## config.mk

```make
export PLATFORM = sky130hd
export DESIGN_NAME = fault_autorestart
export DESIGN_NICKNAME = d
export VERILOG_FILES = /design/src/hw/fault_pkg.sv /design/src/hw/fault_autorestart.sv /design/src/hw/interval_timer.sv
export SDC_FILE = /design/constraint.sdc
export NUM_CORES = 1
export LEC_CHECK = 0
export BUFFER_PORTS_ARGS = -buffer_cell sky130_fd_sc_hd__buf_2
export CAP_MARGIN = 20
export CORE_UTILIZATION = 40
export CTS_BUF_LIST = sky130_fd_sc_hd__clkbuf_4
export CTS_CLUSTER_DIAMETER = 50
export DETAILED_ROUTE_END_ITERATION = 6
export GPL_TIMING_DRIVEN = 0
export PLACE_DENSITY = 0.61
export SKIP_CTS_REPAIR_TIMING = 1
export SLEW_MARGIN = 20
export SYNTH_ARGS = -nofsm -noshare
export SYNTH_HDL_FRONTEND = slang
export SYNTH_SLANG_ARGS = --single-unit
```

## constraint.sdc

```tcl
create_clock -name mclk -period 4.6 [get_ports mclk]
set_input_delay 0.23 -clock mclk [delete_from_list [all_inputs] [get_ports mclk]]
set_output_delay 0.23 -clock mclk [all_outputs]
set_load 0.03 [all_outputs]
```

## src/hw/fault_pkg.sv

```systemverilog
package fault_pkg;
	localparam int CLK_PERIOD_NS      = 5;
	localparam int TICK_PERIOD_NS     = 1000;
	localparam int TICK_CYCLES        = (TICK_PERIOD_NS + CLK_PERIOD_NS - 1) / CLK_PERIOD_NS;
	localparam int TICKS_PER_MS       = 1000000 / TICK_PERIOD_NS;
	localparam int OVL_DELAY_MS       = 50;
	localparam int BASE_FSW_KHZ       = 30;
	localparam int OVL_END_CYCLES     = OVL_DELAY_MS * BASE_FSW_KHZ;
	localparam int MIN_SKIP_KHZ       = 15;
	localparam int LONG_OVL_MS        = 100;
	localparam int LONG_OVL_TICKS     = LONG_OVL_MS * TICKS_PER_MS;
	localparam int RESTART_MS         = 1000;
	localparam int RESTART_TICKS      = RESTART_MS * TICKS_PER_MS;
	localparam int DIS_RESTART_MS     = 500;
	localparam int DIS_RESTART_TICKS  = DIS_RESTART_MS * TICKS_PER_MS;
	localparam int DIS_FILTER_MS      = 1;
	localparam int DIS_FILTER_TICKS   = DIS_FILTER_MS * TICKS_PER_MS;
	localparam int CLAMP_US           = 500;
	localparam int CLAMP_TICKS        = CLAMP_US * 1000 / TICK_PERIOD_NS;
	localparam int SS_STEPS           = 8;
	localparam int SS_TIME_MS         = 8;
	localparam int SS_STEP_TICKS      = SS_TIME_MS * TICKS_PER_MS / SS_STEPS;
	localparam int MAXD_CYCLES        = 10;
	localparam logic [11:0] ADDR_CTRL   = 12'h000;
	localparam logic [11:0] ADDR_STATUS = 12'h004;
	localparam logic [11:0] ADDR_OVLCNT = 12'h008;
	localparam int CTRL_EN_BIT        = 0;
	localparam int CTRL_OPT_LSB       = 1;
	localparam logic [2:0] CTRL_RESET = 3'h1;
	localparam int STAT_PWM_BIT       = 0;
	localparam int STAT_SS_BIT        = 1;
	localparam int STAT_RST_BIT       = 2;
	localparam int STAT_DIS_BIT       = 3;
	localparam int STAT_STEP_LSB      = 4;
	localparam int STAT_CAUSE_LSB     = 8;
	typedef struct packed {
		logic cycle_end;
		logic overcurrent_comparator;
		logic max_duty_end;
		logic minimum_skip_frequency;
		logic clamp_overcurrent;
		logic shutdown_input;
		logic thermal_flag;
	} fault_in_t;
	typedef struct packed {
		logic overload;
		logic max_duty;
		logic clamp;
		logic shutdown;
		logic thermal;
	} cause_t;
	typedef enum logic [2:0] {
		ST_RUN   = 3'b001,
		ST_OFF   = 3'b010,
		ST_PROBE = 3'b100
	} state_t;
endpackage

```

## src/hw/fault_autorestart.sv

```systemverilog
module fault_autorestart #(
	parameter int TICK_CYCLES       = fault_pkg::TICK_CYCLES,
	parameter int RESTART_TICKS     = fault_pkg::RESTART_TICKS,
	parameter int DIS_RESTART_TICKS = fault_pkg::DIS_RESTART_TICKS,
	parameter int LONG_OVL_TICKS    = fault_pkg::LONG_OVL_TICKS,
	parameter int OVL_END_CYCLES    = fault_pkg::OVL_END_CYCLES
) (
	input  wire logic        mclk,
	input  wire logic        resetn,
	input  wire logic        psel,
	input  wire logic        penable,
	input  wire logic        pwrite,
	input  wire logic [11:0] paddr,
	input  wire logic [31:0] pwdata,
	output logic      [31:0] prdata,
	output logic             pready,
	output logic             pslverr,
	input  wire logic        osc_cycle_end,
	input  wire logic        overcurrent_comparator,
	input  wire logic        max_duty_end,
	input  wire logic        minimum_skip_frequency,
	input  wire logic        clamp_overcurrent,
	input  wire logic        shutdown_input,
	input  wire logic        thermal_flag,
	output logic             pwm_enable,
	output logic       [3:0] current_limit_step
);
	localparam int TW = 22;
	localparam int CW = 15;

	fault_pkg::fault_in_t raw;
	fault_pkg::fault_in_t sync1;
	fault_pkg::fault_in_t sync2;
	logic                 cycle_d;
	fault_pkg::state_t    state;
	fault_pkg::state_t    next_state;
	fault_pkg::cause_t    cause;
	logic [2:0]           ctrl;
	logic [7:0]           tick_cnt;
	logic                 tick;
	logic [CW-1:0]        ovl_count;
	logic [TW-1:0]        long_cnt;
	logic [3:0]           maxd_count;
	logic [TW-1:0]        clamp_cnt;
	logic [TW-1:0]        dis_cnt;
	logic                 dis_filt;
	logic [TW-1:0]        ss_cnt;
	logic [3:0]           ss_step;
	logic                 temp_pending;
	logic                 rst_busy;
	logic                 dis_busy;
	logic                 cycle;
	logic                 run_ok;
	logic                 soft_active;
	logic                 ovl_trip;
	logic                 long_trip;
	logic                 maxd_trip;
	logic                 clamp_trip;
	logic                 dis_trip;
	logic                 temp_trip;
	logic                 probe_hot;
	logic                 load_rst;
	logic                 apb_done;
	logic [31:0]          rd_value;

	generate
		if (TICK_CYCLES < 1 || TICK_CYCLES > 255 || OVL_END_CYCLES < 1
			|| (OVL_END_CYCLES << 2) >= (1 << CW) || RESTART_TICKS >= (1 << TW)
			|| (LONG_OVL_TICKS << 2) >= (1 << TW) || DIS_RESTART_TICKS >= (1 << TW))
		begin : g_chk
			$error("fault_autorestart parameters out of range");
		end
	endgenerate

	// Scales a base count by the switching frequency option.
	function automatic logic [TW-1:0] scale(input int base, input logic [1:0] opt);
		logic [1:0] s;
		s = (opt == 2'd3) ? 2'd2 : opt;
		scale = TW'(base) << s;
	endfunction

	assign raw = '{osc_cycle_end, overcurrent_comparator, max_duty_end,
		minimum_skip_frequency, clamp_overcurrent, shutdown_input, thermal_flag};

	// Brings every comparator flag into the clock domain.
	always_ff @(posedge mclk or negedge resetn)
	begin
		if (!resetn)
		begin
			sync1   <= '0;
			sync2   <= '0;
			cycle_d <= 1'b0;
		end
		else
		begin
			sync1   <= raw;
			sync2   <= sync1;
			cycle_d <= sync2.cycle_end;
		end
	end

	assign cycle       = sync2.cycle_end && !cycle_d;
	assign run_ok      = (state == fault_pkg::ST_RUN) && ctrl[fault_pkg::CTRL_EN_BIT];
	assign soft_active = ss_step != 4'(fault_pkg::SS_STEPS);

	// Fixed time base that every millisecond and second timer except the overload delay counts.
	always_ff @(posedge mclk or negedge resetn)
	begin
		if (!resetn)
		begin
			tick_cnt <= '0;
			tick     <= 1'b0;
		end
		else
		begin
			tick     <= (tick_cnt == 8'(TICK_CYCLES - 1));
			tick_cnt <= (tick_cnt == 8'(TICK_CYCLES - 1)) ? 8'h00 : tick_cnt + 8'h01;
		end
	end

	assign ovl_trip   = run_ok && cycle && sync2.overcurrent_comparator
		&& (ovl_count == CW'(scale(OVL_END_CYCLES, ctrl[2:1]) - TW'(1)));
	assign long_trip  = run_ok && tick && sync2.minimum_skip_frequency
		&& (long_cnt == scale(LONG_OVL_TICKS, ctrl[2:1]) - TW'(1));
	assign maxd_trip  = run_ok && cycle && sync2.max_duty_end
		&& (maxd_count == 4'(fault_pkg::MAXD_CYCLES - 1));
	assign clamp_trip = run_ok && !soft_active && tick && sync2.clamp_overcurrent
		&& (clamp_cnt == TW'(fault_pkg::CLAMP_TICKS));
	assign dis_trip   = dis_filt && tick && sync2.shutdown_input && !dis_busy
		&& (dis_cnt == TW'(fault_pkg::DIS_FILTER_TICKS - 1));
	assign temp_trip  = run_ok && sync2.thermal_flag;
	assign probe_hot  = (state == fault_pkg::ST_PROBE) && cycle && sync2.thermal_flag;
	assign load_rst   = ovl_trip || long_trip || maxd_trip || clamp_trip
		|| temp_trip || probe_hot;

	// Up/down overload counter, one step per switching cycle.
	always_ff @(posedge mclk or negedge resetn)
	begin
		if (!resetn)
			ovl_count <= '0;
		else if (ovl_trip || !run_ok)
			ovl_count <= '0;
		else if (cycle && sync2.overcurrent_comparator)
			ovl_count <= ovl_count + CW'(1);
		else if (cycle && ovl_count != '0)
			ovl_count <= ovl_count - CW'(1);
	end

	// Time spent continuously pinned at the minimum skip frequency.
	always_ff @(posedge mclk or negedge resetn)
	begin
		if (!resetn)
			long_cnt <= '0;
		else if (!run_ok || !sync2.minimum_skip_frequency || long_trip)
			long_cnt <= '0;
		else if (tick)
			long_cnt <= long_cnt + TW'(1);
	end

	// Consecutive cycles ended by the maximum duty limit.
	always_ff @(posedge mclk or negedge resetn)
	begin
		if (!resetn)
			maxd_count <= '0;
		else if (!run_ok || maxd_trip)
			maxd_count <= '0;
		else if (cycle)
			maxd_count <= sync2.max_duty_end ? maxd_count + 4'h1 : 4'h0;
	end

	// Clamp overcurrent duration, held at zero during soft-start.
	always_ff @(posedge mclk or negedge resetn)
	begin
		if (!resetn)
			clamp_cnt <= '0;
		else if (!run_ok || soft_active || !sync2.clamp_overcurrent || clamp_trip)
			clamp_cnt <= '0;
		else if (tick)
			clamp_cnt <= clamp_cnt + TW'(1);
	end

	// Shutdown filter runs its full time once started.
	always_ff @(posedge mclk or negedge resetn)
	begin
		if (!resetn)
		begin
			dis_filt <= 1'b0;
			dis_cnt  <= '0;
		end
		else if (!dis_filt)
		begin
			dis_filt <= sync2.shutdown_input && !dis_busy;
			dis_cnt  <= '0;
		end
		else if (tick)
		begin
			dis_filt <= (dis_cnt != TW'(fault_pkg::DIS_FILTER_TICKS - 1));
			dis_cnt  <= dis_cnt + TW'(1);
		end
	end

	interval_timer #(.WIDTH(TW)) u_restart (
		.mclk   (mclk),
		.resetn (resetn),
		.load   (load_rst),
		.tick   (tick),
		.count  (TW'(RESTART_TICKS)),
		.busy   (rst_busy)
	);

	interval_timer #(.WIDTH(TW)) u_dis_restart (
		.mclk   (mclk),
		.resetn (resetn),
		.load   (dis_trip),
		.tick   (tick),
		.count  (TW'(DIS_RESTART_TICKS)),
		.busy   (dis_busy)
	);

	// Chooses between switching, waiting out restart intervals and probing.
	always_comb
	begin
		next_state = state;
		case (state)
			fault_pkg::ST_RUN:
				if (load_rst || dis_trip)
					next_state = fault_pkg::ST_OFF;
			fault_pkg::ST_OFF:
				if (!rst_busy && !dis_busy && !load_rst && !dis_trip)
					next_state = temp_pending ? fault_pkg::ST_PROBE : fault_pkg::ST_RUN;
			fault_pkg::ST_PROBE:
				if (probe_hot || dis_trip)
					next_state = fault_pkg::ST_OFF;
				else if (cycle)
					next_state = fault_pkg::ST_RUN;
			default:
				next_state = fault_pkg::ST_OFF;
		endcase
	end

	always_ff @(posedge mclk or negedge resetn)
	begin
		if (!resetn)
		begin
			state      <= fault_pkg::ST_RUN;
			pwm_enable <= 1'b0;
		end
		else
		begin
			state      <= next_state;
			pwm_enable <= ctrl[fault_pkg::CTRL_EN_BIT]
				&& (next_state != fault_pkg::ST_OFF);
		end
	end

	// Remembers an over-temperature trip until a probe cycle finds it cool.
	always_ff @(posedge mclk or negedge resetn)
	begin
		if (!resetn)
			temp_pending <= 1'b0;
		else if (temp_trip || probe_hot)
			temp_pending <= 1'b1;
		else if ((state == fault_pkg::ST_PROBE) && cycle)
			temp_pending <= 1'b0;
	end

	// Soft-start ramp restarted from zero whenever switching is not running.
	always_ff @(posedge mclk or negedge resetn)
	begin
		if (!resetn)
		begin
			ss_step <= '0;
			ss_cnt  <= '0;
		end
		else if (!run_ok)
		begin
			ss_step <= '0;
			ss_cnt  <= '0;
		end
		else if (tick && soft_active)
		begin
			ss_cnt <= (ss_cnt == TW'(fault_pkg::SS_STEP_TICKS - 1)) ? '0 : ss_cnt + TW'(1);
			if (ss_cnt == TW'(fault_pkg::SS_STEP_TICKS - 1))
				ss_step <= ss_step + 4'h1;
		end
	end

	always_ff @(posedge mclk or negedge resetn)
	begin
		if (!resetn)
			current_limit_step <= '0;
		else
			current_limit_step <= (next_state == fault_pkg::ST_PROBE)
				? 4'(fault_pkg::SS_STEPS) : ss_step;
	end

	assign apb_done = psel && penable && pready;

	// Sticky trip causes; a new trip in the clearing cycle stays set.
	always_ff @(posedge mclk or negedge resetn)
	begin
		if (!resetn)
			cause <= '0;
		else
			cause <= (cause & ~((apb_done && pwrite && paddr == fault_pkg::ADDR_STATUS)
				? pwdata[fault_pkg::STAT_CAUSE_LSB +: 5] : 5'h00))
				| {ovl_trip || long_trip, maxd_trip, clamp_trip, dis_trip,
				temp_trip || probe_hot};
	end

	always_ff @(posedge mclk or negedge resetn)
	begin
		if (!resetn)
			ctrl <= fault_pkg::CTRL_RESET;
		else if (apb_done && pwrite && paddr == fault_pkg::ADDR_CTRL)
			ctrl <= pwdata[2:0];
	end

	always_comb
	begin
		rd_value = 32'h0000_0000;
		case (paddr)
			fault_pkg::ADDR_CTRL:
				rd_value[2:0] = ctrl;
			fault_pkg::ADDR_STATUS:
			begin
				rd_value[fault_pkg::STAT_PWM_BIT]       = pwm_enable;
				rd_value[fault_pkg::STAT_SS_BIT]        = soft_active && run_ok;
				rd_value[fault_pkg::STAT_RST_BIT]       = rst_busy;
				rd_value[fault_pkg::STAT_DIS_BIT]       = dis_busy;
				rd_value[fault_pkg::STAT_STEP_LSB +: 4] = current_limit_step;
				rd_value[fault_pkg::STAT_CAUSE_LSB +: 5] = cause;
			end
			fault_pkg::ADDR_OVLCNT:
				rd_value[CW-1:0] = ovl_count;
			default:
				rd_value = 32'h0000_0000;
		endcase
	end

	// APB slave answering one cycle into the access phase.
	always_ff @(posedge mclk or negedge resetn)
	begin
		if (!resetn)
		begin
			pready  <= 1'b0;
			prdata  <= '0;
			pslverr <= 1'b0;
		end
		else
		begin
			pready  <= psel && penable && !pready;
			prdata  <= (psel && penable && !pready && !pwrite) ? rd_value : 32'h0000_0000;
			pslverr <= psel && penable && !pready && paddr != fault_pkg::ADDR_CTRL
				&& paddr != fault_pkg::ADDR_STATUS && paddr != fault_pkg::ADDR_OVLCNT;
		end
	end

	a_ovl_trip_off: assert property (@(posedge mclk) disable iff (!resetn)
		ovl_trip |=> !pwm_enable && state == fault_pkg::ST_OFF)
		else $error("overload trip did not stop switching");
	a_ovl_count_up: assert property (@(posedge mclk) disable iff (!resetn)
		run_ok && cycle && sync2.overcurrent_comparator && !ovl_trip
		|=> ovl_count == $past(ovl_count) + CW'(1))
		else $error("overload count did not rise");
	a_ovl_count_down: assert property (@(posedge mclk) disable iff (!resetn)
		run_ok && cycle && !sync2.overcurrent_comparator && ovl_count != '0
		|=> ovl_count == $past(ovl_count) - CW'(1))
		else $error("overload count did not fall");
	a_maxd_trip_off: assert property (@(posedge mclk) disable iff (!resetn)
		maxd_trip |=> !pwm_enable ##1 rst_busy)
		else $error("max duty trip did not stop switching");
	a_restart_hold: assert property (@(posedge mclk) disable iff (!resetn)
		(rst_busy || dis_busy) |-> state == fault_pkg::ST_OFF && !pwm_enable)
		else $error("switching during restart interval");
	a_ss_from_zero: assert property (@(posedge mclk) disable iff (!resetn)
		$past(state) == fault_pkg::ST_OFF && state == fault_pkg::ST_RUN
		|-> ss_step == 4'h0)
		else $error("restart without fresh soft-start");
	a_clamp_ignored: assert property (@(posedge mclk) disable iff (!resetn)
		soft_active |-> !clamp_trip)
		else $error("clamp trip during soft-start");
	a_dis_filter: assert property (@(posedge mclk) disable iff (!resetn)
		$rose(dis_busy) |-> $past(sync2.shutdown_input) && $past(dis_filt))
		else $error("shutdown trip without filtered condition");
	a_probe_one: assert property (@(posedge mclk) disable iff (!resetn)
		state == fault_pkg::ST_PROBE && cycle |=> state != fault_pkg::ST_PROBE)
		else $error("probe lasted more than one cycle");

	c_ovl_trip: cover property (@(posedge mclk) disable iff (!resetn) ovl_trip);
	c_dis_trip: cover property (@(posedge mclk) disable iff (!resetn) dis_trip);
	c_probe: cover property (@(posedge mclk) disable iff (!resetn)
		state == fault_pkg::ST_PROBE ##1 state == fault_pkg::ST_RUN);
	c_ss_done: cover property (@(posedge mclk) disable iff (!resetn) $fell(soft_active));
endmodule

```

## src/hw/interval_timer.sv

```systemverilog
module interval_timer #(
	parameter int WIDTH = 20
) (
	input  wire logic             mclk,
	input  wire logic             resetn,
	input  wire logic             load,
	input  wire logic             tick,
	input  wire logic [WIDTH-1:0] count,
	output logic                  busy
);
	logic [WIDTH-1:0] remaining;

	generate
		if (WIDTH < 2)
		begin : g_chk
			$error("interval_timer width too small");
		end
	endgenerate

	// Counts the loaded number of time-base ticks down to zero.
	always_ff @(posedge mclk or negedge resetn)
	begin
		if (!resetn)
		begin
			remaining <= '0;
			busy      <= 1'b0;
		end
		else if (load)
		begin
			remaining <= count;
			busy      <= (count != '0);
		end
		else if (tick && busy)
		begin
			remaining <= remaining - WIDTH'(1);
			busy      <= (remaining != WIDTH'(1));
		end
	end
endmodule

```

==> flow_metrics.py, run 1 <==
metrics = {
    "status": {
        "status": "completed",
    },
    "layout": {
        "final_layout_size_suffix_gt1_frac": 0.135,
        "fin_util": 0.478,
        "area_growth_pct": 16.2,
        "final_common_cell": "dfrtp_1",
        "final_cells": 1740,
        "final_area_mm2": 0.0130,
        "final_cell_mix": "dfrtp_1 (214), nor2_1 (165), nand2_1 (102), clkbuf_4 (85), xnor2_1 (63)",
        "final_nets": 1406,
    },
    "worst_setup_path": {
        "cp_data_required_time_ps": 5180,
        "reg2reg_depth": 11,
        "ff2ff_setup_slack_ps": 1150,
        "worstReg2RegStart": "cycle_d$_DFF_PN0_",
        "crit_buf_inv": 1,
        "crit_path_top_delay_cell": "or2_2",
        "cpPeakStageDelay_ps": 500,
        "worstPathMaxFanout": 15,
        "setup.worst_path.end_class": "register",
        "crit_family": "simple AND/OR/NAND/NOR gates",
        "cp-start-kind": "register",
        "path_class": "register to register",
        "worstPathCellList": "nand2b_1, or2_2, inv_1, fa_1, nor2b_1, o31ai_1, a211o_1, a31oi_1, and4_1, nor3_1, mux2_2",
        "arrival_ps": 4020,
        "path_depth": 11,
        "cp-startpoint": "cycle_d$_DFF_PN0_",
    },
    "floorplan": {
        "rows": 60,
        "die_h_um": 169,
        "pin_count": 95,
        "die_w_um": 169,
        "dieArea_mm2": 0.0286,
        "start_util": 0.411,
        "core_region_area_mm2": 0.0272,
    },
    "pwr": {
        "p_sw_uw": 922,
        "netSwitchingFraction": 0.241,
        "p_per_area_mw_per_mm2": 294,
        "power_uw": 3820,
        "ir_drop_mv": 0.150,
        "p_clk_frac": 0.443,
        "p_leak_uw": 0.00582,
        "internal-power_uw": 2890,
        "combPwrFrac": 0.048,
        "power.share.sequential": 0.509,
    },
    "global_route": {
        "grt_pass1_wl_um": 43300,
        "grt_max_degree": 94,
        "grt_pass1_vias": 8743,
        "gr-total-overflow": 0,
        "grt_use_total": 0.185,
        "antenna_found_initial": 1,
    },
    "placement": {
        "place.detailed.hpwl_um": 17700,
        "dpl_cell_area_mm2": 0.0120,
        "dpl.cell_count": 1614,
        "place_congestion": 0.827,
        "portBuffers": 52,
        "pre_cts_ws_ps": 1160,
    },
    "detailed_routing": {
        "ant_nets": 0,
        "drc": 0,
        "vias": 8870,
        "drt-initial-drc-count": 632,
        "vias_per_cell": 5.10,
        "drt_wl_total_um": 25600,
        "dr.pass1.iters": 7,
        "drt-wirelength-per-cell_um": 14.7,
    },
    "sta": {
        "worst_slack_ps": 1150,
        "hold_viol_final": 0,
        "fin_worst_skew_ps": 69.6,
        "worst_pin_slew_ps": 772,
        "fin_crit_sh": 0.749,
        "grt_setup_unrepaired": "false",
        "relSlewSlack": 0.485,
        "drv_slew": 0,
        "period_minus_slack_ps": 3450,
        "fmax_ghz": 0.290,
        "setup_viol": 0,
    },
    "logic_synthesis": {
        "synth-edff-count": 0,
        "syn_inst": 1172,
        "synth-seq-cells": 216,
        "yosysSeqAreaShare": 0.484,
        "ys_types": 65,
        "netlist_area_mm2": 0.0112,
        "ys_warn_count": 0,
        "async_flop_share": 1.00,
        "ys.flop_type": "dfrtp_1",
        "synth.avg_cell_area_um2": 9.54,
    },
    "hold_path": {
        "hold_path.class": "primary input to register",
        "hp-start": "psel",
        "hold_path_depth": 4,
    },
    "clock_tree": {
        "tritoncts": "yes",
        "cts_buffers": 58,
        "clock-sinks": 216,
        "cts_root_buf": "clkbuf_4",
        "clkLatencyLatePin_ps": 690,
        "clockBufferDepth": 3,
        "path_clk_slew_ps": 60,
        "htree_levels": 2,
    },
    "run": {
        "maxCapViolCount": 0,
    },
}
worst register-to-register path, delay by kind of cell (launching register included):
kind,cells,cell delay (ps)
adder cells (fa/ha/maj),1,270
buffers and inverters,1,250
AO/OA/AOI/OAI,3,810
multiplexers,1,360
AND/OR/NAND/NOR,5,1310
flip-flops,1,350
state kept, by name (all words and copies together) (netlist names), 3 cells and up:
signal,flops
ctrl,3
u_restart.remaining,22
ss_cnt,22
maxd_count,4
dis_cnt,22
sync1,7
ss_step,4
u_dis_restart.remaining,22
cause,5
prdata,15
current_limit_step,4
state,3
tick_cnt,8
ovl_count,15
clamp_cnt,22
long_cnt,22
sync2,7
metrics by stage:
step	hold slack (ps)	TNS, ps
floorplan	-65.6	0
global placement	336	-101240
detailed placement	195	0
CTS	-569	0
global route	16.9	0
finish	50.4	0
per-layer routing:
metal	global-route usage	up-vias	part of all wire	routed length, um
met2	0.302	180	0.47	12000
met3	0.0313	49	0.042	1070
met1	0.248	4214	0.47	12000
met4	0.0646	0	0.022	567
met5	0	-	0	0
li1	-	4427	-	-
power by group through the flow:
stage                     logic (uW)  clock network [uW]  registers, uW
final                            184                1690           1940
after global routing             207                1860           1940
after CTS                        174                1760           1940
after detailed placement         172                   0           1980
after global placement           162                   0           1980
after floorplan                 96.0                   0           1970
cell families after synthesis:
family,Yosys count,synth area share
xor gates and xnor gates,113,0.0885
muxes,21,0.0195
adders and majority gates,28,0.0320
and+or+nand+nor,561,0.256
AOI/OAI and AO/OA,150,0.0869
other,1,0.000335
buffers and inverters,82,0.0332
DFF,216,0.484
cells in the mapped netlist (25+ instances only):
master	n	area share
ha_1	27	0.030
and3_1	27	0.015
and2_1	27	0.015
nand4_1	27	0.015
nor3_1	31	0.014
xnor2_1	63	0.049
nor2_1	165	0.055
xor2_1	50	0.039
a21oi_1	25	0.011
dfrtp_1	214	0.48
nand2_1	102	0.034
inv_1	28	0.0094
nor4_1	27	0.015
nand3_1	50	0.022
o21ai_0	52	0.023
clkbuf_1	33	0.011
final cells by class:
class	count	area [um^2]
diodes	2	5.00
plain buffers	54	267
clock buffers	85	638
clock inverters	19	104
fillers	2648	14200
inverters	28	105
multi-input cells	890	5470
flip-flops and latches	216	5410
well taps	372	465
repair buffers	74	526
final timing paths:
path                                             endpoint
worst max-delay path            ovl_count[14]$_DFFE_PN0P_
worst min-delay path                 prdata[13]$_DFF_PN0_
worst max register to register  ovl_count[14]$_DFFE_PN0P_
worst min register to register         sync2[5]$_DFF_PN0_
max in group asynchronous          ss_cnt[12]$_DFFE_PN0P_
min in group asynchronous       ovl_count[10]$_DFFE_PN0P_
(Power assumes the default switching activity.)
==> run 2, diff against run 1 <==
- PLACE_DENSITY: 0.61 -> 0.63
- clock period: 4.6 -> 2.8 ns (I/O delays scaled with it)
==> flow_metrics.py, run 2 (synthesis results as in run 1) <==
metrics = {
    "sta": {
        "fin_setup_tns_ps": -117,
        "relSlewSlack": 0.372,
        "fin_worst_skew_ps": 70.4,
        "worst_slack_ps": -117,
        "drv_slew": 0,
        "hold_viol_final": 0,
        "grt_setup_unrepaired": "true",
        "hold-worst-slack_ps": 1.17,
        "fin_crit_sh": 1.04,
        "period_minus_slack_ps": 2920,
        "fmax_ghz": 0.343,
        "setup_viol": 1,
        "worst_pin_slew_ps": 929,
    },
    "placement": {
        "place.detailed.hpwl_um": 17400,
        "place_congestion": 0.837,
        "portBuffers": 52,
        "dpl_cell_area_mm2": 0.0120,
    },
    "floorplan": {
        "die_w_um": 169,
        "die_h_um": 169,
        "start_util": 0.411,
        "dieArea_mm2": 0.0286,
        "rows": 60,
        "pin_count": 95,
        "core_region_area_mm2": 0.0272,
    },
    "worst_setup_path": {
        "worstReg2RegStart": "cycle_d$_DFF_PN0_",
        "rr_endpoint": "ovl_count[14]$_DFFE_PN0P_",
        "arrival_ps": 3480,
        "ff2ff_setup_slack_ps": -120,
        "cp_data_required_time_ps": 3360,
        "path_class": "register to register",
        "cp-startpoint": "cycle_d$_DFF_PN0_",
        "cp-start-kind": "register",
        "worstPathCellList": "nand2b_4, or2_4, buf_4, ha_1, o21a_1, o31ai_4, a211o_1, a31oi_4, a21oi_1, nor3_1, mux2_2",
        "cpPeakStageDelay_ps": 360,
        "endpoint": "ovl_count[14]$_DFFE_PN0P_",
        "worstPathMaxFanout": 7,
        "crit_path_top_delay_cell": "dfrtp_1",
        "reg2reg_depth": 11,
        "setup.worst_path.end_class": "register",
    },
    "detailed_routing": {
        "vias": 9005,
        "ant_nets": 0,
        "drt-initial-drc-count": 484,
        "drt-wirelength-per-cell_um": 14.3,
        "drt_wl_total_um": 25200,
        "dr.pass1.iters": 7,
        "vias_per_cell": 5.13,
        "drc": 0,
    },
    "layout": {
        "fillCellCount": 2563,
        "fin_util": 0.490,
        "area_growth_pct": 19.2,
        "multi_input_area_mm2": 0.00564,
        "final_cell_mix": "dfrtp_1 (213), nor2_1 (165), nand2_1 (101), clkbuf_4 (80), xnor2_1 (63)",
        "final_area_mm2": 0.0133,
        "final_common_cell": "dfrtp_1",
        "final_layout_size_suffix_gt1_frac": 0.167,
        "final_nets": 1422,
        "seqCellArea_mm2": 0.00541,
    },
    "clock_tree": {
        "htree_levels": 2,
        "path_clk_slew_ps": 70,
        "clkLatencyLatePin_ps": 700,
        "cts_buffers": 58,
        "clockBufferDepth": 3,
        "cts_root_buf": "clkbuf_4",
        "tritoncts": "yes",
        "clock-sinks": 216,
    },
    "global_route": {
        "grt_pass1_vias": 8650,
        "gr-total-overflow": 0,
        "grt_max_degree": 83,
        "grt_use_total": 0.178,
        "antenna_found_initial": 1,
        "grt_pass1_wl_um": 41800,
    },
    "hold_path": {
        "hold_path.class": "primary input to async pin",
    },
    "pwr": {
        "p_per_area_mw_per_mm2": 477,
        "power_uw": 6350,
        "ir_drop_mv": 0.266,
        "p_leak_uw": 0.00602,
    },
    "status": {
        "status": "finished, violations left",
        "failed_checks": "negative setup slack",
    },
    "run": {
        "maxCapViolCount": 0,
    },
}
==> run 2: routing by layer <==
metal | wire [um] | share of wire | up-vias | global-route usage
li1 | - | - | 4451 | -
met1 | 11900 | 0.47 | 4294 | 0.237
met2 | 11500 | 0.46 | 202 | 0.283
met3 | 1200 | 0.048 | 58 | 0.0361
met4 | 638 | 0.025 | 0 | 0.0713
met5 | 0 | 0 | - | 0
==> run 2: area by class of cell <==
| class | count | share of cell area |
|---|---|---|
| Multi-Input combinational cell | 890 | 0.423 |
| Sequential cell | 216 | 0.406 |
| Timing Repair Buffer | 93 | 0.0505 |
| Clock buffer | 80 | 0.0451 |
| Tap cell | 372 | 0.0349 |
| Buffer | 51 | 0.0204 |
| Clock inverter | 26 | 0.0123 |
| Inverter | 28 | 0.00789 |
| Antenna cell | 1 | 0.000188 |
==> run 2: stage by stage <==
| stage | worst slack [ps] | cells |
|---|---|---|
| floorplan | 64.2 | 1188 |
| global placement | -2190 | 1612 |
| detailed placement | -414 | 1614 |
| CTS | -438 | 1720 |
| global route | -203 | 1757 |
| finish | -117 | 1757 |
==> run 2: power by group <==
part | internal, uW | total (uW) | switching (uW)
sequential | 3150 | 3190 | 39.2
combinational | 138 | 323 | 185
clock | 1520 | 2840 | 1320
total | 4810 | 6350 | 1540
==> run 2: how the worst min path moves through the flow <==
stage                                start                         to  slack (ps)
finish                              resetn  ovl_count[11]$_DFFE_PN0P_           1
CTS                                 resetn  ovl_count[10]$_DFFE_PN0P_        -630
global placement    minimum_skip_frequency         sync1[3]$_DFF_PN0_         250
floorplan                           resetn         cause[0]$_DFF_PN0_        -160
global route                        resetn  ovl_count[10]$_DFFE_PN0P_          20
detailed placement                  resetn  ovl_count[10]$_DFFE_PN0P_         140
==> run 2: critical path: cells and delay by family (launching register included) <==
kind	cells	cell delay (ps)
DFF	1	360
muxes	1	360
adders and majority gates	1	340
and+or+nand+nor	3	660
AOI/OAI and AO/OA	5	900
buffers and inverters	1	180
